<file path="src/cdb_pkg.sv">
`default_nettype none
package cdb_pkg;
   // Register byte offsets on the bus
   localparam logic [11:0] RISE_OFFSET      = 12'h000;
   localparam logic [11:0] FALL_OFFSET      = 12'h004;
   localparam logic [11:0] STATUS_OFFSET    = 12'h008;
   localparam logic [11:0] RESET_OFFSET     = 12'h00C;
   localparam int          COUNT_WIDTH      = 6;
   localparam int          REG_WIDTH        = 8;
   localparam logic [5:0]  COUNT_ZERO       = 6'h00;
   localparam logic [5:0]  COUNT_ONE        = 6'h01;
   // Power-on value of the count fields; the hardware value is undefined
   localparam logic [5:0]  COUNT_POWERON    = 6'h00;
   localparam logic [1:0]  HTRANS_NONSEQ    = 2'h2;
   localparam logic [1:0]  HTRANS_SEQ       = 2'h3;
   localparam logic [2:0]  HSIZE_WORD       = 3'h2;
   // Status word field positions
   localparam int          ST_IN_BIT        = 0;
   localparam int          ST_A_BIT         = 1;
   localparam int          ST_B_BIT         = 2;
   localparam int          ST_RISE_BUSY_BIT = 3;
   localparam int          ST_FALL_BUSY_BIT = 4;
   localparam logic [0:0]  RESET_KEY_BIT    = 1'h1;
endpackage
`default_nettype wire

</file>
<file path="src/cdb_dead_band.sv">
// Our own choices: register access over AHB-Lite and the address map.
`default_nettype none
module cdb_dead_band (
   input  wire logic        hclk,
   input  wire logic        hresetn,
   input  wire logic        poweron_resetn,
   input  wire logic        hsel,
   input  wire logic [11:0] haddr,
   input  wire logic [1:0]  htrans,
   input  wire logic        hwrite,
   input  wire logic [2:0]  hsize,
   input  wire logic [31:0] hwdata,
   input  wire logic        hready,
   output logic [31:0]      hrdata,
   output logic             hreadyout,
   output logic             hresp,
   input  wire logic        count_tick,
   input  wire logic        wave_in,
   output logic             out_a,
   output logic             out_b
);
   typedef struct packed {
      logic        wr_pend;
      logic [11:0] wr_addr;
      logic [31:0] rdata;
      logic        a;
      logic        b;
      logic        tick_d;
   } cdb_state_t;

   // Count registers live apart: bus writes load them and, of the resets, only power-on reset may touch them
   logic [5:0] rise_delay_count;
   logic [5:0] fall_delay_count;
   logic [5:0] next_rise;
   logic [5:0] next_fall;

   cdb_state_t state;
   cdb_state_t next_state;

   logic a_raw;
   logic b_raw;
   logic rise_busy;
   logic fall_busy;
   logic addr_ok;
   logic [31:0] rd_word;

   // Output A turns on rise_delay ticks after input rises and B went off
   cdb_delay u_rise (
      .hclk      (hclk),
      .hresetn   (hresetn),
      .tick      (state.tick_d),
      .level_in  (wave_in),
      .count     (rise_delay_count),
      .level_out (a_raw),
      .busy      (rise_busy)
   );

   // Output B turns on fall_delay ticks after input falls and A went off
   cdb_delay u_fall (
      .hclk      (hclk),
      .hresetn   (hresetn),
      .tick      (state.tick_d),
      .level_in  (!wave_in),
      .count     (fall_delay_count),
      .level_out (b_raw),
      .busy      (fall_busy)
   );

   assign addr_ok = hsel && hready && (htrans == cdb_pkg::HTRANS_NONSEQ || htrans == cdb_pkg::HTRANS_SEQ);

   always_comb begin
      rd_word = '0;
      unique case (haddr)
         cdb_pkg::RISE_OFFSET: rd_word[cdb_pkg::COUNT_WIDTH-1:0] = rise_delay_count;
         cdb_pkg::FALL_OFFSET: rd_word[cdb_pkg::COUNT_WIDTH-1:0] = fall_delay_count;
         cdb_pkg::STATUS_OFFSET: begin
            rd_word[cdb_pkg::ST_IN_BIT]        = wave_in;
            rd_word[cdb_pkg::ST_A_BIT]         = state.a;
            rd_word[cdb_pkg::ST_B_BIT]         = state.b;
            rd_word[cdb_pkg::ST_RISE_BUSY_BIT] = rise_busy;
            rd_word[cdb_pkg::ST_FALL_BUSY_BIT] = fall_busy;
         end
         default: rd_word = '0;
      endcase
   end

   always_comb begin
      next_state        = state;
      next_rise         = rise_delay_count;
      next_fall         = fall_delay_count;
      next_state.tick_d = count_tick;
      // Each output held low while the other delay's raw output is high; never both high
      next_state.a      = a_raw && !b_raw;
      next_state.b      = b_raw && !a_raw;
      if (state.wr_pend) begin
         if (state.wr_addr == cdb_pkg::RISE_OFFSET) begin
            next_rise = hwdata[cdb_pkg::COUNT_WIDTH-1:0];
         end
         if (state.wr_addr == cdb_pkg::FALL_OFFSET) begin
            next_fall = hwdata[cdb_pkg::COUNT_WIDTH-1:0];
         end
      end
      next_state.wr_pend = addr_ok && hwrite;
      next_state.wr_addr = haddr;
      if (addr_ok && !hwrite) begin
         next_state.rdata = rd_word;
      end
   end

   always_ff @(posedge hclk or negedge hresetn) begin
      if (!hresetn) begin
         state <= '0;
      end else begin
         state <= next_state;
      end
   end

   // Counts survive bus reset; only power-on/brown-out reset clears them
   always_ff @(posedge hclk or negedge poweron_resetn) begin
      if (!poweron_resetn) begin
         rise_delay_count <= cdb_pkg::COUNT_POWERON;
         fall_delay_count <= cdb_pkg::COUNT_POWERON;
      end else begin
         rise_delay_count <= next_rise;
         fall_delay_count <= next_fall;
      end
   end

   // Delay start is asynchronous to the tick phase, giving N to N+1 ticks
   assign out_a     = state.a;
   assign out_b     = state.b;
   assign hrdata    = state.rdata;
   assign hreadyout = 1'b1;
   assign hresp     = 1'b0;
endmodule
`default_nettype wire

</file>
<file path="src/cdb_delay.sv">
`default_nettype none
// One edge delay: output follows a rising input after count ticks
module cdb_delay (
   input  wire logic       hclk,
   input  wire logic       hresetn,
   input  wire logic       tick,
   input  wire logic       level_in,
   input  wire logic [5:0] count,
   output logic            level_out,
   output logic            busy
);
   typedef struct packed {
      logic       out;
      logic       run;
      logic [5:0] left;
   } cdb_dly_t;

   cdb_dly_t state;
   cdb_dly_t next_state;

   always_comb begin
      next_state = state;
      if (!level_in) begin
         next_state.out  = 1'b0;
         next_state.run  = 1'b0;
         next_state.left = cdb_pkg::COUNT_ZERO;
      end else if (!state.out && !state.run) begin
         if (count == cdb_pkg::COUNT_ZERO) begin
            next_state.out = 1'b1;
         end else begin
            next_state.run  = 1'b1;
            next_state.left = count;
         end
      end else if (state.run && tick) begin
         // One extra tick: the first tick may land at once, so N+1 ticks give N to N+1 periods
         if (state.left == cdb_pkg::COUNT_ZERO) begin
            next_state.run = 1'b0;
            next_state.out = 1'b1;
         end else begin
            next_state.left = state.left - cdb_pkg::COUNT_ONE;
         end
      end
   end

   always_ff @(posedge hclk or negedge hresetn) begin
      if (!hresetn) begin
         state <= '0;
      end else begin
         state <= next_state;
      end
   end

   assign level_out = state.out;
   assign busy      = state.run;
endmodule
`default_nettype wire

</file>
<file path="config.mk">
export PLATFORM = sky130hd
export DESIGN_NAME = cdb_dead_band
export DESIGN_NICKNAME = d
export VERILOG_FILES = /design/src/cdb_pkg.sv /design/src/cdb_dead_band.sv /design/src/cdb_delay.sv
export SDC_FILE = /design/constraint.sdc
export NUM_CORES = 1
export LEC_CHECK = 0
export ABC_AREA = 1
export BUFFER_PORTS_ARGS = -buffer_cell sky130_fd_sc_hd__clkbuf_2
export CAP_MARGIN = 10
export CORE_MARGIN = 2
export CORE_UTILIZATION = 43
export CTS_BUF_LIST = sky130_fd_sc_hd__clkbuf_4 sky130_fd_sc_hd__clkbuf_8
export CTS_CLUSTER_DIAMETER = 120
export CTS_CLUSTER_SIZE = 30
export DETAILED_ROUTE_END_ITERATION = 10
export GPL_ROUTABILITY_DRIVEN = 0
export PLACE_DENSITY = 0.67
export SLEW_MARGIN = 20
export SYNTH_ARGS = -nofsm -noshare
export SYNTH_HDL_FRONTEND = slang
export SYNTH_SLANG_ARGS = --single-unit
</file>
<file path="constraint.sdc">
create_clock -name hclk -period 1.35 [get_ports hclk]
set_input_delay 0.27 -clock hclk [delete_from_list [all_inputs] [get_ports hclk]]
set_output_delay 0.27 -clock hclk [all_outputs]
set_load 0.01 [all_outputs]
</file>
==> impl_results.md <==
- Crit path max fanout: 5
- Max_cap viols: 0
- Final setup TNS: 0 ns
- CTS tree: done
- Clock transition at the registers of the reported paths: roughly 0.08 ns
- Vias: 2,283
- Ports: 93
- Cell Area, Synth: 0.00271 sq mm
- Status: completed
- GRT Total Usage: 17.2%
- Setup crit start kind: flop
- Routed wire length: 5940 microns
- Syn avg cell area: 7.79 sq um
- Unrepaired setup endpoints after global routing: yes
- Starting Density: a little under half
- Post-DP HPWL: 4500 microns
- Final hold vios: 0
- Final period util: 94.2%
- DRT iter0 DRCs: 138
- Placed inst area: 0.00301 sq mm
- Port buffer count: 34
- WP data required: 1.59 ns
- FILL cells: 585
- # diodes: 0
- Initial antenna violation count: 0
- Reg2reg path depth: 9
- Power, Total: between 4000 and 5000 uW
- Kind of critical path: reg -> reg
- Worst-Skew Late Latency: slightly above 0.3 ns
- Sequential share of the synthesized area: 46.1%
- Area Overhead vs Synth: 21.2%
- Fmax: 786 MHz
- Drt first pass iters: 4
- Pin count of the biggest net entering global routing: 17
- Cell row count: 28
- Worst Clk Skew: 0.00964 ns
- Setup crit end kind: flop
- Data arrival, critical path: roughly 1.5 ns
- Setup violations, final: 0
- Nets: approximately 480
- Hold_ws: 0.0692 ns
- Instance count on the critical path: 9
- Fin crit period: 1.27 ns
- Clock sinks: 50
- First-pass GRT wire length: about 9700 microns
- Drt drc: 0
- Peak VDD IR: 1.05 mV
- CP Cell Sequence: inv_1, ha_4, nand3_2, nand2_2, nand2_4, nand2_4, buf_4, nand2_1, nand2_1
- Delay of the slowest cell on the worst path: 0.39 ns
- Hold Crit Depth: 1
- Routed len/inst: 12.1 microns
- Vias in the first global route: a little over 2,000
- H-tree levels: 2
- Yosys reg bits: 50
- Post-route design area: 0.00329 sq mm
- Clock Root Buffer: clkbuf_8
- Die area: 0.00696 sq mm
- Worst Path Buf+Inv: 2
- Place WS: 0.0256 ns
- Clock buffer depth: 2
- CTS Buf Count: 5
- CP delay by family, top: simple AND/OR/NAND/NOR gates
- Max Transition Viols Final: 0
- Gr ovfl total: 0
- Fraction of layout cells with a size suffix above 1: between 20% and 30%
- Syn. warnings: 0
- Placeable core area: approximately 0.006 sq mm
- Routed vias/inst: 4.66
- Die Wd: roughly 83 microns
- Critical-path top delay cell: dfrtp_1
- Pleak: 0.00173 uW
- Die height: 83.4 microns
- Cell Pwr Density: 1500 mW/mm^2
- Mapped Cells: 348
- Synth cell types: 26
- Post-route ant nets: 0
- Post-route worst setup slack: around 0.078 ns
- Path category of the worst min-delay check: in -> reg
==> power breakdown <==
part | internal [uW] | switching [uW] | leakage [uW]
Sequential | 1740 | 233 | 0.000579
Clock | 470 | 504 | 0.0000544
Combinational | 896 | 1080 | 0.00110
Total | 3110 | 1820 | 0.00173
==> worst register-to-register path: cells and delay by family, from the launching register on <==
kind / cells / cell delay [ns]
adders and majority gates: 1 / 0.14
and+or+nand+nor: 6 / 0.46
buffers and inverters: 2 / 0.23
DFF: 1 / 0.39
==> cells by family after synthesis <==
family,Yosys count,synth area share [%]
adders and majority gates,4,1.85
other,2,0.277
xor gates and xnor gates,4,1.29
buffers and inverters,68,14.2
DFF,50,46.1
AOI/OAI and AO/OA,30,6.04
and+or+nand+nor,190,30.2
==> layout by cell type, fill, tap and decap left out, types with 3 or more instances in the layout <==
cell,count
nand2_1,95
dfrtp_1,48
nor2_1,34
clkbuf_2,34
buf_4,32
nand3_1,31
conb_1,28
inv_1,20
o21ai_0,13
o21ai_1,10
inv_2,9
nand2_2,8
clkbuf_8,7
nor2_2,6
nand3b_1,4
nor2_4,4
xnor2_1,4
nand2_4,3
==> repair_timing <==
action                     4_1_cts  5_1_grt
gates resized for setup          0       32
setup endpoints to repair        0       27
hold endpoints to repair        25        0
setup buffers                    0        7
hold buffers                     2        0
==> cell usage after synthesis, drive strengths merged <==
master  count  area [sq um]
a22oi       2          15.0
nand3b      4          30.0
conb        2          7.51
dfrtp      50          1250
nor2       44           185
a21oi       2          10.0
o21bai      2          15.0
or2         2          12.5
nand4       2          12.5
nand3      33           165
ha          4          50.1
and2        1          6.26
clkbuf      2          7.51
o21ai      24           124
buf        36           265
xnor2       4          35.0
inv        30           113
nand2     104           408
==> state kept, by name, summed over array words and instances, names as in the netlist <==
signal and count:
u_fall.state 6, u_rise.busy 1, u_rise.level_out 1, fall_delay_count 6
u_rise.state 6, out_b 1, hrdata 6, u_fall.busy 1
out_a 1, rise_delay_count 6, u_fall.level_out 1, state 14
==> metal layers <==
metal  global-route usage [%]  routed length [microns]  up-vias
met5                        0                        0        -
met4                     5.57                       57        0
met3                     3.28                      291        6
met2                     27.3                     2920       57
met1                     23.8                     2670     1053
li1                         -                        -     1167
==> cell type report <==
| class | instances | area (sq um) | share of cell area [%] |
|---|---|---|---|
| multi-input combinational | 258 | 1270 | 38.6 |
| sequential | 50 | 1250 | 38.1 |
| timing repair buffer | 69 | 450 | 13.7 |
| inverter | 30 | 115 | 3.50 |
| clock buffer | 7 | 96.3 | 2.93 |
| tap | 75 | 93.8 | 2.85 |
| clock inverter | 1 | 8.76 | 0.266 |
==> per-stage QoR <==
step / utilization [%] / std cells
final: 54.5 / 490
after global routing: 54.5 / 490
after CTS: 52.0 / 481
after detailed placement: 49.9 / 471
after global placement: 49.9 / 471
after floorplan: - / 374
==> final timing paths <==
kind | start | end | slack (ns)
min in group asynchronous | poweron_resetn | rise_delay_count[1] | 0.37
min reg2reg | hrdata[3] | hrdata[3] | 0.50
max | u_rise.state[1] | u_rise.state[2] | 0.08
max reg2reg | u_rise.state[1] | u_rise.state[2] | 0.08
max in group asynchronous | hresetn | hrdata[0] | 0.47
min | count_tick | state[0] | 0.07
(Power assumes the default switching activity.)
